===== src/core/sci_rx_pkg.sv =====
// Register map, field layout and timing constants of the serial receive block
package sci_rx_pkg;

   // -----------------------------------------------------------------
   // Register byte offsets
   // -----------------------------------------------------------------
   localparam logic [7:0] OFF_STATUS_ONE  = 8'h10;
   localparam logic [7:0] OFF_STATUS_TWO  = 8'h14;
   localparam logic [7:0] OFF_DATA_BUFFER = 8'h18;
   localparam logic [7:0] OFF_RATE_SELECT = 8'h1C;
   localparam logic [7:0] OFF_CONTROL     = 8'h20;

   // -----------------------------------------------------------------
   // Status one bit positions
   // -----------------------------------------------------------------
   localparam int ST1_FULL    = 5;
   localparam int ST1_IDLE    = 4;
   localparam int ST1_OVERRUN = 3;
   localparam int ST1_NOISE   = 2;
   localparam int ST1_FRAMING = 1;
   localparam int ST1_PARITY  = 0;

   // -----------------------------------------------------------------
   // Status two, rate select and control bit positions
   // -----------------------------------------------------------------
   localparam int ST2_BREAK    = 1;
   localparam int ST2_RPF      = 0;
   localparam int RATE_PRE_LSB = 4;
   localparam int CTL_RX_EN    = 0;
   localparam int CTL_RIE      = 1;
   localparam int CTL_IDLE_LINE_INTERRUPT_ENABLE     = 2;
   localparam int CTL_OVERRUN_INTERRUPT_ENABLE     = 3;
   localparam int CTL_NOISE_INTERRUPT_ENABLE     = 4;
   localparam int CTL_FRAMING_INTERRUPT_ENABLE     = 5;
   localparam int CTL_PARITY_INTERRUPT_ENABLE     = 6;
   localparam int CTL_NINE     = 7;
   localparam int CTL_PAR_EN   = 8;
   localparam int CTL_PAR_ODD  = 9;
   localparam int CTL_NINTH    = 10;
   localparam int CTL_WIDTH    = 10;

   // -----------------------------------------------------------------
   // Reset values and timing
   // -----------------------------------------------------------------
   localparam logic [9:0] CONTROL_RESET  = 10'h000;
   localparam logic [1:0] PRESCALE_RESET = 2'h0;
   localparam logic [2:0] RATE_RESET     = 3'h0;
   localparam int RT_PER_BIT     = 16;  // receiver samples per bit time
   localparam int PCLK_PER_RT    = 4;   // 64 clocks per bit at divisor one
   localparam int IDLE_BITS      = 10;  // ones that make an idle line
   localparam int IDLE_RT_COUNT  = IDLE_BITS * RT_PER_BIT;
   localparam int RT_SAMPLE_A    = 7;
   localparam int RT_SAMPLE_B    = 8;
   localparam int RT_SAMPLE_C    = 9;

   // Receiver frame states
   typedef enum logic [3:0] {
      RX_HUNT  = 4'b0001,
      RX_START = 4'b0010,
      RX_DATA  = 4'b0100,
      RX_STOP  = 4'b1000
   } rx_state_t;

endpackage


===== src/core/sci_baud_gen.sv =====
// Bit rate divider producing the receiver sample enable
`timescale 1ns/1ps
module sci_baud_gen
   import sci_rx_pkg::*;
(
   input  wire logic       pclk,            // Crystal derived clock
   input  wire logic       presetn,         // Async reset, active low
   input  wire logic [1:0] prescaler_field, // Prescaler code
   input  wire logic [2:0] rate_field,      // Power of two divisor code
   output logic            rt_tick          // One pulse per sample slot
);

   logic [3:0] pre_cnt;
   logic [6:0] rate_cnt;
   logic [1:0] quarter_cnt;
   logic [3:0] pre_last;
   logic [6:0] rate_last;
   logic       pre_tick;
   logic       rate_tick;

   always_comb begin
      case (prescaler_field)
         2'h0:    pre_last = 4'h0;
         2'h1:    pre_last = 4'h2;
         2'h2:    pre_last = 4'h3;
         default: pre_last = 4'hC;
      endcase
   end

   assign rate_last = 7'((8'h01 << rate_field) - 8'h01);
   // At or past the end, so a smaller divisor written mid-count takes hold at once
   assign pre_tick  = (pre_cnt >= pre_last);
   assign rate_tick = pre_tick && (rate_cnt >= rate_last);

   // one chain times the receiver sample slots
   always_ff @(posedge pclk or negedge presetn) begin
      if (!presetn) begin
         pre_cnt     <= 4'h0;
         rate_cnt    <= 7'h00;
         quarter_cnt <= 2'h0;
         rt_tick     <= 1'b0;
      end else begin
         pre_cnt <= pre_tick ? 4'h0 : pre_cnt + 4'h1;
         if (pre_tick) begin
            rate_cnt <= rate_tick ? 7'h00 : rate_cnt + 7'h01;
         end
         if (rate_tick) begin
            quarter_cnt <= quarter_cnt + 2'h1;
         end
         rt_tick <= rate_tick && (quarter_cnt == 2'(PCLK_PER_RT - 1));
      end
   end

endmodule


===== src/core/sci_receive_status_and_baud.sv =====
// Serial receiver status flags, data buffer and bit rate selection
//
// Chosen here: the APB register port.
`timescale 1ns/1ps
module sci_receive_status_and_baud
   import sci_rx_pkg::*;
(
   input  wire logic        pclk,           // Bus and crystal derived clock
   input  wire logic        presetn,        // Async reset, active low
   input  wire logic        psel,           // APB select
   input  wire logic        penable,        // APB access phase
   input  wire logic        pwrite,         // APB write
   input  wire logic [7:0]  paddr,          // APB byte address
   input  wire logic [31:0] pwdata,         // APB write data
   output logic [31:0]      prdata,         // APB read data
   output logic             pready,         // APB ready
   output logic             pslverr,        // APB error, unmapped address
   input  wire logic        receive_pin,    // Serial input, idles high
   output logic [7:0]       transmit_byte,  // Byte written for transmit
   output logic             transmit_load,  // Pulse on data buffer write
   output logic [2:0]       rate_divisor_field, // Shared rate select
   output logic [1:0]       prescaler_field,    // Shared prescaler
   output logic             receiver_irq,   // Receive request level
   output logic             error_irq       // Error request level
);

   // -----------------------------------------------------------------
   // Declarations
   // -----------------------------------------------------------------
   logic [CTL_WIDTH-1:0] control;
   logic [7:0]  data_buffer;
   logic        received_ninth_bit;
   logic        receiver_full_flag;
   logic        idle_flag;
   logic        overrun_flag;
   logic        noise_flag;
   logic        framing_error_flag;
   logic        parity_error_flag;
   logic        break_detect_flag;
   logic        reception_in_progress_flag;
   logic [5:0]  seen_one;
   logic        seen_two;
   logic        idle_armed;
   logic        break_armed;
   logic        rx_en_q;
   rx_state_t   state;
   logic [3:0]  rt_cnt;
   logic [3:0]  bit_cnt;
   logic [1:0]  samples;
   logic [8:0]  shreg;
   logic        noise_seen;
   logic        any_one;
   logic [7:0]  ones_cnt;
   logic        rt_tick;
   logic        rx_en;
   logic        access;
   logic        rd_one;
   logic        rd_two;
   logic        rd_data;
   logic        wr_data;
   logic        mapped;
   logic        vote;
   logic        at_vote;
   logic        bit_end;
   logic [3:0]  frame_bits;
   logic        frame_done;
   logic        is_break;
   logic        bad_parity;
   logic [8:0]  word;
   logic        load_ok;
   logic        idle_hit;
   logic        false_start;
   logic [31:0] rd_mux;

   assign rx_en = control[CTL_RX_EN];

   // -----------------------------------------------------------------
   // Bit rate generator
   // -----------------------------------------------------------------
   sci_baud_gen sci_baud_gen_i (
      .pclk            (pclk),
      .presetn         (presetn),
      .prescaler_field (prescaler_field),
      .rate_field      (rate_divisor_field),
      .rt_tick         (rt_tick)
   );

   // -----------------------------------------------------------------
   // APB slave
   // -----------------------------------------------------------------
   // Zero wait states; read data is captured in the setup cycle
   assign pready  = 1'b1;
   assign access  = psel && penable;
   assign mapped  = (paddr == OFF_STATUS_ONE) || (paddr == OFF_STATUS_TWO) ||
                    (paddr == OFF_DATA_BUFFER) || (paddr == OFF_RATE_SELECT) ||
                    (paddr == OFF_CONTROL);
   assign pslverr = access && !mapped;
   assign rd_one  = access && !pwrite && (paddr == OFF_STATUS_ONE);
   assign rd_two  = access && !pwrite && (paddr == OFF_STATUS_TWO);
   assign rd_data = access && !pwrite && (paddr == OFF_DATA_BUFFER);
   assign wr_data = access && pwrite && (paddr == OFF_DATA_BUFFER);

   // Read multiplexer
   always_comb begin
      rd_mux = 32'h0000_0000;
      case (paddr)
         OFF_STATUS_ONE:  rd_mux[5:0] = {receiver_full_flag, idle_flag,
                                         overrun_flag, noise_flag,
                                         framing_error_flag, parity_error_flag};
         OFF_STATUS_TWO:  rd_mux[1:0] = {break_detect_flag,
                                         reception_in_progress_flag};
         OFF_DATA_BUFFER: rd_mux[7:0] = data_buffer;
         OFF_RATE_SELECT: rd_mux[5:0] = {prescaler_field, 1'b0,
                                         rate_divisor_field};
         OFF_CONTROL:     rd_mux[10:0] = {received_ninth_bit, control};
         default:         rd_mux = 32'h0000_0000;
      endcase
   end

   // Read data register, loaded in the setup cycle
   always_ff @(posedge pclk or negedge presetn) begin
      if (!presetn) begin
         prdata <= 32'h0000_0000;
      end else if (psel && !penable && !pwrite) begin
         prdata <= rd_mux;
      end
   end

   // Control and rate select registers
   always_ff @(posedge pclk or negedge presetn) begin
      if (!presetn) begin
         control            <= CONTROL_RESET;
         prescaler_field    <= PRESCALE_RESET;
         rate_divisor_field <= RATE_RESET;
      end else if (access && pwrite) begin
         if (paddr == OFF_CONTROL) begin
            control <= pwdata[CTL_WIDTH-1:0];
         end
         if (paddr == OFF_RATE_SELECT) begin
            prescaler_field    <= pwdata[RATE_PRE_LSB+1:RATE_PRE_LSB];
            rate_divisor_field <= pwdata[2:0];
         end
      end
   end

   // transmit side storage, untouched by reset
   always_ff @(posedge pclk) begin
      if (wr_data) begin
         transmit_byte <= pwdata[7:0];
      end
   end

   // Transmit load strobe
   always_ff @(posedge pclk or negedge presetn) begin
      if (!presetn) begin
         transmit_load <= 1'b0;
      end else begin
         transmit_load <= wr_data;
      end
   end

   // -----------------------------------------------------------------
   // Receive frame engine
   // -----------------------------------------------------------------
   assign at_vote    = rt_tick && (rt_cnt == 4'(RT_SAMPLE_C));
   // Slot nine is taken live from the pin, slots seven and eight from the shifter
   assign vote       = (receive_pin & samples[1]) | (receive_pin & samples[0]) |
                       (samples[1] & samples[0]);
   assign bit_end    = rt_tick && (rt_cnt == 4'(RT_PER_BIT - 1));
   assign frame_bits = control[CTL_NINE] ? 4'h9 : 4'h8;
   assign frame_done = (state == RX_STOP) && at_vote;
   assign false_start = (state == RX_START) && at_vote && vote;
   assign is_break   = frame_done && !vote && !any_one;
   assign word       = control[CTL_NINE] ? shreg : {shreg[8], shreg[8:1]};
   assign bad_parity = control[CTL_PAR_EN] &&
                       ((^word[7:0] ^ (control[CTL_NINE] & word[8])) !=
                        control[CTL_PAR_ODD]);
   // a held byte blocks the new one
   assign load_ok    = frame_done && !receiver_full_flag;

   // Sample shift and bit counters
   always_ff @(posedge pclk or negedge presetn) begin
      if (!presetn) begin
         state      <= RX_HUNT;
         rt_cnt     <= 4'h0;
         bit_cnt    <= 4'h0;
         samples    <= 2'h0;
         shreg      <= 9'h000;
         noise_seen <= 1'b0;
         any_one    <= 1'b0;
      end else if (!rx_en) begin
         state <= RX_HUNT;
      end else if (rt_tick) begin
         rt_cnt <= rt_cnt + 4'h1;
         if (rt_cnt >= 4'(RT_SAMPLE_A) && rt_cnt <= 4'(RT_SAMPLE_C)) begin
            samples <= {receive_pin, samples[1]};
         end
         case (state)
            RX_HUNT: begin
               // low in the first slot starts a frame
               rt_cnt <= 4'h1;
               if (!receive_pin) begin
                  state      <= RX_START;
                  rt_cnt     <= 4'h2;
                  noise_seen <= 1'b0;
                  any_one    <= 1'b0;
                  bit_cnt    <= 4'h0;
               end
            end
            RX_START: begin
               if (false_start) begin
                  state <= RX_HUNT;
               end else if (bit_end) begin
                  state <= RX_DATA;
               end
            end
            RX_DATA: begin
               if (at_vote) begin
                  shreg   <= {vote, shreg[8:1]};
                  any_one <= any_one | vote;
                  bit_cnt <= bit_cnt + 4'h1;
               end
               if (bit_end && bit_cnt == frame_bits) begin
                  state <= RX_STOP;
               end
            end
            RX_STOP: begin
               if (at_vote) begin
                  state <= RX_HUNT;
               end
            end
            default: state <= RX_HUNT;
         endcase
         if (at_vote && (receive_pin != samples[1] || samples[1] != samples[0])) begin
            noise_seen <= 1'b1;
         end
      end
   end

   // Idle line counter, ones seen while hunting
   always_ff @(posedge pclk or negedge presetn) begin
      if (!presetn) begin
         ones_cnt <= 8'h00;
         idle_hit <= 1'b0;
      end else begin
         idle_hit <= 1'b0;
         if (!rx_en || state != RX_HUNT || !receive_pin) begin
            ones_cnt <= 8'h00;
         end else if (rt_tick && ones_cnt != 8'(IDLE_RT_COUNT)) begin
            ones_cnt <= ones_cnt + 8'h01;
            idle_hit <= (ones_cnt == 8'(IDLE_RT_COUNT - 1));
         end
      end
   end

   // -----------------------------------------------------------------
   // Flag clearing snapshots
   // -----------------------------------------------------------------
   // only flags seen at the status read may clear
   always_ff @(posedge pclk or negedge presetn) begin
      if (!presetn) begin
         seen_one <= 6'h00;
         seen_two <= 1'b0;
      end else if (rd_data) begin
         seen_one <= 6'h00;
         seen_two <= 1'b0;
      end else begin
         // Keep what the read returned, so a flag set after the setup survives
         if (rd_one) begin
            seen_one <= prdata[5:0];
         end
         if (rd_two) begin
            seen_two <= prdata[ST2_BREAK];
         end
      end
   end

   // -----------------------------------------------------------------
   // Status flags, setting wins over clearing except for in-progress, where clearing wins
   // -----------------------------------------------------------------
   always_ff @(posedge pclk or negedge presetn) begin
      if (!presetn) begin
         receiver_full_flag <= 1'b0;
         overrun_flag       <= 1'b0;
         noise_flag         <= 1'b0;
         framing_error_flag <= 1'b0;
         parity_error_flag  <= 1'b0;
      end else begin
         receiver_full_flag <= load_ok ||
            (receiver_full_flag && !(rd_data && seen_one[ST1_FULL]));
         overrun_flag <= (frame_done && receiver_full_flag) ||
            (overrun_flag && !(rd_data && seen_one[ST1_OVERRUN]));
         noise_flag <= (load_ok && noise_seen) ||
            (noise_flag && !(rd_data && seen_one[ST1_NOISE]));
         framing_error_flag <= (load_ok && !vote) ||
            (framing_error_flag && !(rd_data && seen_one[ST1_FRAMING]));
         parity_error_flag <= (load_ok && bad_parity) ||
            (parity_error_flag && !(rd_data && seen_one[ST1_PARITY]));
      end
   end

   // Idle flag and its arming
   always_ff @(posedge pclk or negedge presetn) begin
      if (!presetn) begin
         idle_flag  <= 1'b0;
         idle_armed <= 1'b0;
         rx_en_q    <= 1'b0;
      end else begin
         rx_en_q <= rx_en;
         idle_flag <= (idle_hit && idle_armed) ||
            (idle_flag && !(rd_data && seen_one[ST1_IDLE]));
         if (load_ok) begin
            idle_armed <= 1'b1;
         end else if ((rx_en && !rx_en_q) || idle_hit ||
                      (rd_data && seen_one[ST1_IDLE])) begin
            idle_armed <= 1'b0;
         end
      end
   end

   // Break flag and in-progress flag
   always_ff @(posedge pclk or negedge presetn) begin
      if (!presetn) begin
         break_detect_flag          <= 1'b0;
         break_armed                <= 1'b1;
         reception_in_progress_flag <= 1'b0;
      end else begin
         // status two read pair clears break
         break_detect_flag <= (load_ok && is_break && break_armed) ||
            (break_detect_flag && !(rd_data && seen_two));
         // ones on the line rearm break
         if (is_break) begin
            break_armed <= 1'b0;
         end else if (rx_en && receive_pin) begin
            break_armed <= 1'b1;
         end
         // set on first low slot; drop on false start
         if (!rx_en || false_start || idle_hit || frame_done) begin
            reception_in_progress_flag <= 1'b0;
         end else if (rt_tick && state == RX_HUNT && !receive_pin) begin
            reception_in_progress_flag <= 1'b1;
         end
      end
   end

   // a break clears the ninth bit
   always_ff @(posedge pclk) begin
      if (load_ok) begin
         data_buffer        <= word[7:0];
         received_ninth_bit <= is_break ? 1'b0 : word[8];
      end
   end

   // -----------------------------------------------------------------
   // Interrupt requests; break and in-progress never request
   // -----------------------------------------------------------------
   // receive request; idle request
   assign receiver_irq = (receiver_full_flag && control[CTL_RIE]) ||
                         (idle_flag && control[CTL_IDLE_LINE_INTERRUPT_ENABLE]);
   assign error_irq = (overrun_flag && control[CTL_OVERRUN_INTERRUPT_ENABLE]) ||
                      (noise_flag && control[CTL_NOISE_INTERRUPT_ENABLE]) ||
                      (framing_error_flag && control[CTL_FRAMING_INTERRUPT_ENABLE]) ||
                      (parity_error_flag && control[CTL_PARITY_INTERRUPT_ENABLE]);

endmodule


===== config.mk =====
export PLATFORM = sky130hd
export DESIGN_NAME = sci_receive_status_and_baud
export DESIGN_NICKNAME = d
export VERILOG_FILES = /design/src/core/sci_rx_pkg.sv /design/src/core/sci_baud_gen.sv /design/src/core/sci_receive_status_and_baud.sv
export SDC_FILE = /design/constraint.sdc
export NUM_CORES = 1
export LEC_CHECK = 0
export ABC_AREA = 1
export BUFFER_PORTS_ARGS = -buffer_cell sky130_fd_sc_hd__buf_2
export CORE_MARGIN = 1.5
export CORE_UTILIZATION = 41
export CTS_CLUSTER_SIZE = 25
export DETAILED_ROUTE_END_ITERATION = 6
export HOLD_SLACK_MARGIN = 0.02
export SLEW_MARGIN = 20
export SYNTH_ARGS = -nofsm -noshare
export SYNTH_HDL_FRONTEND = slang
export SYNTH_HIERARCHICAL = 1
export SYNTH_SLANG_ARGS = --single-unit

===== constraint.sdc =====
create_clock -name pclk -period 2.33 [get_ports pclk]
set_clock_uncertainty 0.1 [all_clocks]
set_input_delay 0.1165 -clock pclk [delete_from_list [all_inputs] [get_ports pclk]]
set_output_delay 0.1165 -clock pclk [all_outputs]
set_load 0.01 [all_outputs]

==> run metrics <==
Die W 125 microns; Num Clock Sinks 110; cell area after layout 0.00694 sq mm; starting density of the core 0.421; Setup Crit Path Kind reg -> reg; cell area after synthesis 0.00612 sq mm; # Max-Cap Violations 0; asr flop ratio synth 0.845; cells on worst reg2reg path 10; CTS clk-pin slew, worst paths 0.08 ns; GRT Util Overall 0.181; hold endpoint prdata[6]; Die ar. 0.0157 sq mm; outcome finished clean; register area share after synthesis 0.464; minimum clock period 2.16 ns; synthesis-to-layout area growth 13.2%; number of global-route vias before repair 4790; Initial DRC Count 374; critical path peak fanout 15; mean post-synth cell area 8.21 sq um; Slew @ Worst Pin 0.524 ns; Synth Register Bits 110; worst skew pair latency 0.36 ns; vias per std cell 4.97; number of enable flip-flop cells after synthesis 17; antenna-violating nets left 0; initial antenna violation count 0; Vias 5001; fill count 1384; TritonCTS clock tree done; r2r endpoint sci_baud_gen_i/rate_cnt[2]; htree depth 3; Cell Pwr Density 568 mW/mm^2; Final setup viols 0; cell area after placement 0.00651 sq mm; CTS Root Cell clkbuf_16; PortBufs 51; global-route wire length before repair 23000 microns; layout cells sized above 1 0.155; Final HPWL DP 10200 microns; Synth warnings 6; Final Max Tran Viols 0; Achievable Freq 462 MHz; Synth Flop Type dfrtp_1; period utilization 0.928; setup tns final 0 ns; DR DRC count 0; antenna cells 0; Peak VDD IR 0.361 mV; min-delay src paddr[4]; data arrival time of the worst path 2.36 ns; largest net degree at the start of global routing 38; wire length per cell 13.3 microns; Hold Path Stages 4; io pins 96; CP endpoint kind register; RR Startpoint prescaler_field[0]; GRT overflow 0; Setup Fix Bufs, Post-CTS 0; Layout Nets 887; Syn Inst Count 746; Core Region 0.0145 sq mm; detailed-router iteration count before antenna repair 5; Setup crit start kind register; synth unique cells 48; Max-Slew Margin vs Limit 0.651; reg-to-reg slack, setup 0.17 ns; TritonCTS buffer count 9; leakage 3.44 nW; gpl congestion 0.861; Total Wirelength 13400 microns; crit path from prescaler_field[0]; required time worst endpoint 2.52 ns; row cnt 44; worst hold-check path type in -> reg; Clock Path Buffers 2; final hold violation count 0; Die Y-Extent 125 microns; RSZ-0062 raised after global routing false
repair_timing:
item                      4_1_cts  5_1_grt
gates resized for setup         0        0
hold buffers                   13        0
hold endpoints to repair       60        0
area by class of cell:
class	instances	area (sq um)	area share
clock buffer	9	225	0.0325
clock inverter	7	73.8	0.0106
inverter	98	370	0.0534
multi-input combinational	526	2750	0.396
sequential	110	2840	0.410
tap	184	230	0.0332
timing repair buffer	72	448	0.0646
stage by stage:
step / setup WS (ns) / util / hold slack [ns] / total power [mW] / instances
floorplan: 0.474 / - / -0.279 / 2.29 / 766
detailed placement: 0.224 / 0.448 / 0.0366 / 2.41 / 977
global route: 0.00948 / 0.477 / 0.0776 / 4.13 / 1006
global placement: 0.308 / 0.448 / 0.0336 / 2.40 / 977
finish: 0.167 / 0.477 / 0.0722 / 3.94 / 1006
CTS: 0.201 / 0.477 / 0.0626 / 3.98 / 1006
layout by cell type, fill, tap and decap left out, types with 7 or more instances in the layout:
cell type / Yosys / layout
a21oi_1: 22 / 22
buf_2: 4 / 50
buf_4: 23 / 9
clkbuf_16: 0 / 9
conb_1: 2 / 22
dfrtp_1: 91 / 91
dlygate4sd3_1: 0 / 13
edfxtp_1: 17 / 17
ha_1: 24 / 24
inv_1: 90 / 90
nand2_1: 225 / 225
nand3_1: 53 / 53
nor2_1: 42 / 42
nor3_1: 11 / 11
o21ai_0: 42 / 42
o21ai_2: 12 / 12
xor2_1: 7 / 7
flip-flops by register name, indices dropped and copies added, names as in the netlist, 4 cells and up:
register / flops
bit_cnt: 4
control: 10
data_buffer: 8
ones_cnt: 8
prdata: 11
rt_cnt: 4
sci_baud_gen_i/pre_cnt: 4
sci_baud_gen_i/rate_cnt: 7
seen_one: 6
shreg: 9
state: 4
transmit_byte: 8
routing by layer:
metal | global-route usage | vias to the layer above | part of all wire
met2 | 0.289 | 154 | 0.47
met3 | 0.0355 | 21 | 0.049
met4 | 0.0648 | 0 | 0.022
met1 | 0.246 | 2313 | 0.46
li1 | - | 2513 | -
met5 | 0 | - | 0
cell usage after synthesis, types with 3 or more instances:
master | count | area (sq um)
o31ai_1 | 5 | 37.5
o22ai_1 | 3 | 18.8
a21oi_1 | 22 | 110
buf_2 | 4 | 20.0
nand3_1 | 53 | 265
o21ai_2 | 12 | 105
nand3_2 | 3 | 30.0
dfrtp_1 | 91 | 2280
buf_4 | 23 | 173
xor2_1 | 7 | 61.3
mux2_2 | 3 | 33.8
o21ai_1 | 6 | 30.0
o21ai_0 | 42 | 210
inv_1 | 90 | 338
buf_6 | 4 | 45.0
nand2_1 | 225 | 845
nor2_1 | 42 | 158
or2_2 | 4 | 25.0
nand2_2 | 5 | 31.3
inv_2 | 6 | 22.5
nand4_1 | 6 | 37.5
nor2_4 | 4 | 45.0
ha_1 | 24 | 300
edfxtp_1 | 17 | 510
nor3_4 | 4 | 65.1
nor3_1 | 11 | 55.1
worst max path at each step:
stage	endpoint	slack, ns	depth (start not counted)
floorplan	data_buffer[0]	0.47	8
global placement	sci_baud_gen_i/rate_cnt[3]	0.31	10
detailed placement	sci_baud_gen_i/rate_cnt[2]	0.22	10
CTS	sci_baud_gen_i/rate_cnt[2]	0.20	10
global route	sci_baud_gen_i/rate_cnt[5]	0.009	10
finish	sci_baud_gen_i/rate_cnt[2]	0.17	10
kinds of logic (layout without fill, tap and decap cells):
| logic type | count (synthesis) | count (layout) | synth area share |
|---|---|---|---|
| buffers and inverters | 130 | 186 | 0.0999 |
| adder cells (fa/ha/maj) | 24 | 24 | 0.0490 |
| XOR/XNOR | 9 | 9 | 0.0129 |
| other | 2 | 22 | 0.00123 |
| AND/OR/NAND/NOR | 364 | 364 | 0.266 |
| multiplexers | 3 | 3 | 0.00552 |
| flip-flops | 110 | 110 | 0.464 |
| AO/OA/AOI/OAI | 104 | 104 | 0.102 |
worst max-delay path, stage by stage (launching register included):
cell,delay [ns]
dfrtp_1,0.44
inv_1,0.07
ha_1,0.29
ha_1,0.29
inv_1,0.08
o21bai_2,0.06
nand2_1,0.10
nand3_2,0.27
inv_1,0.27
nand2_1,0.08
nand2_1,0.07
where the power goes:
group / internal, mW / switching [mW]
Clock: 0.765 / 0.789
Sequential: 2.00 / 0.0421
Combinational: 0.125 / 0.215
Total: 2.89 / 1.05
Power figures use the tool's default switching activity.
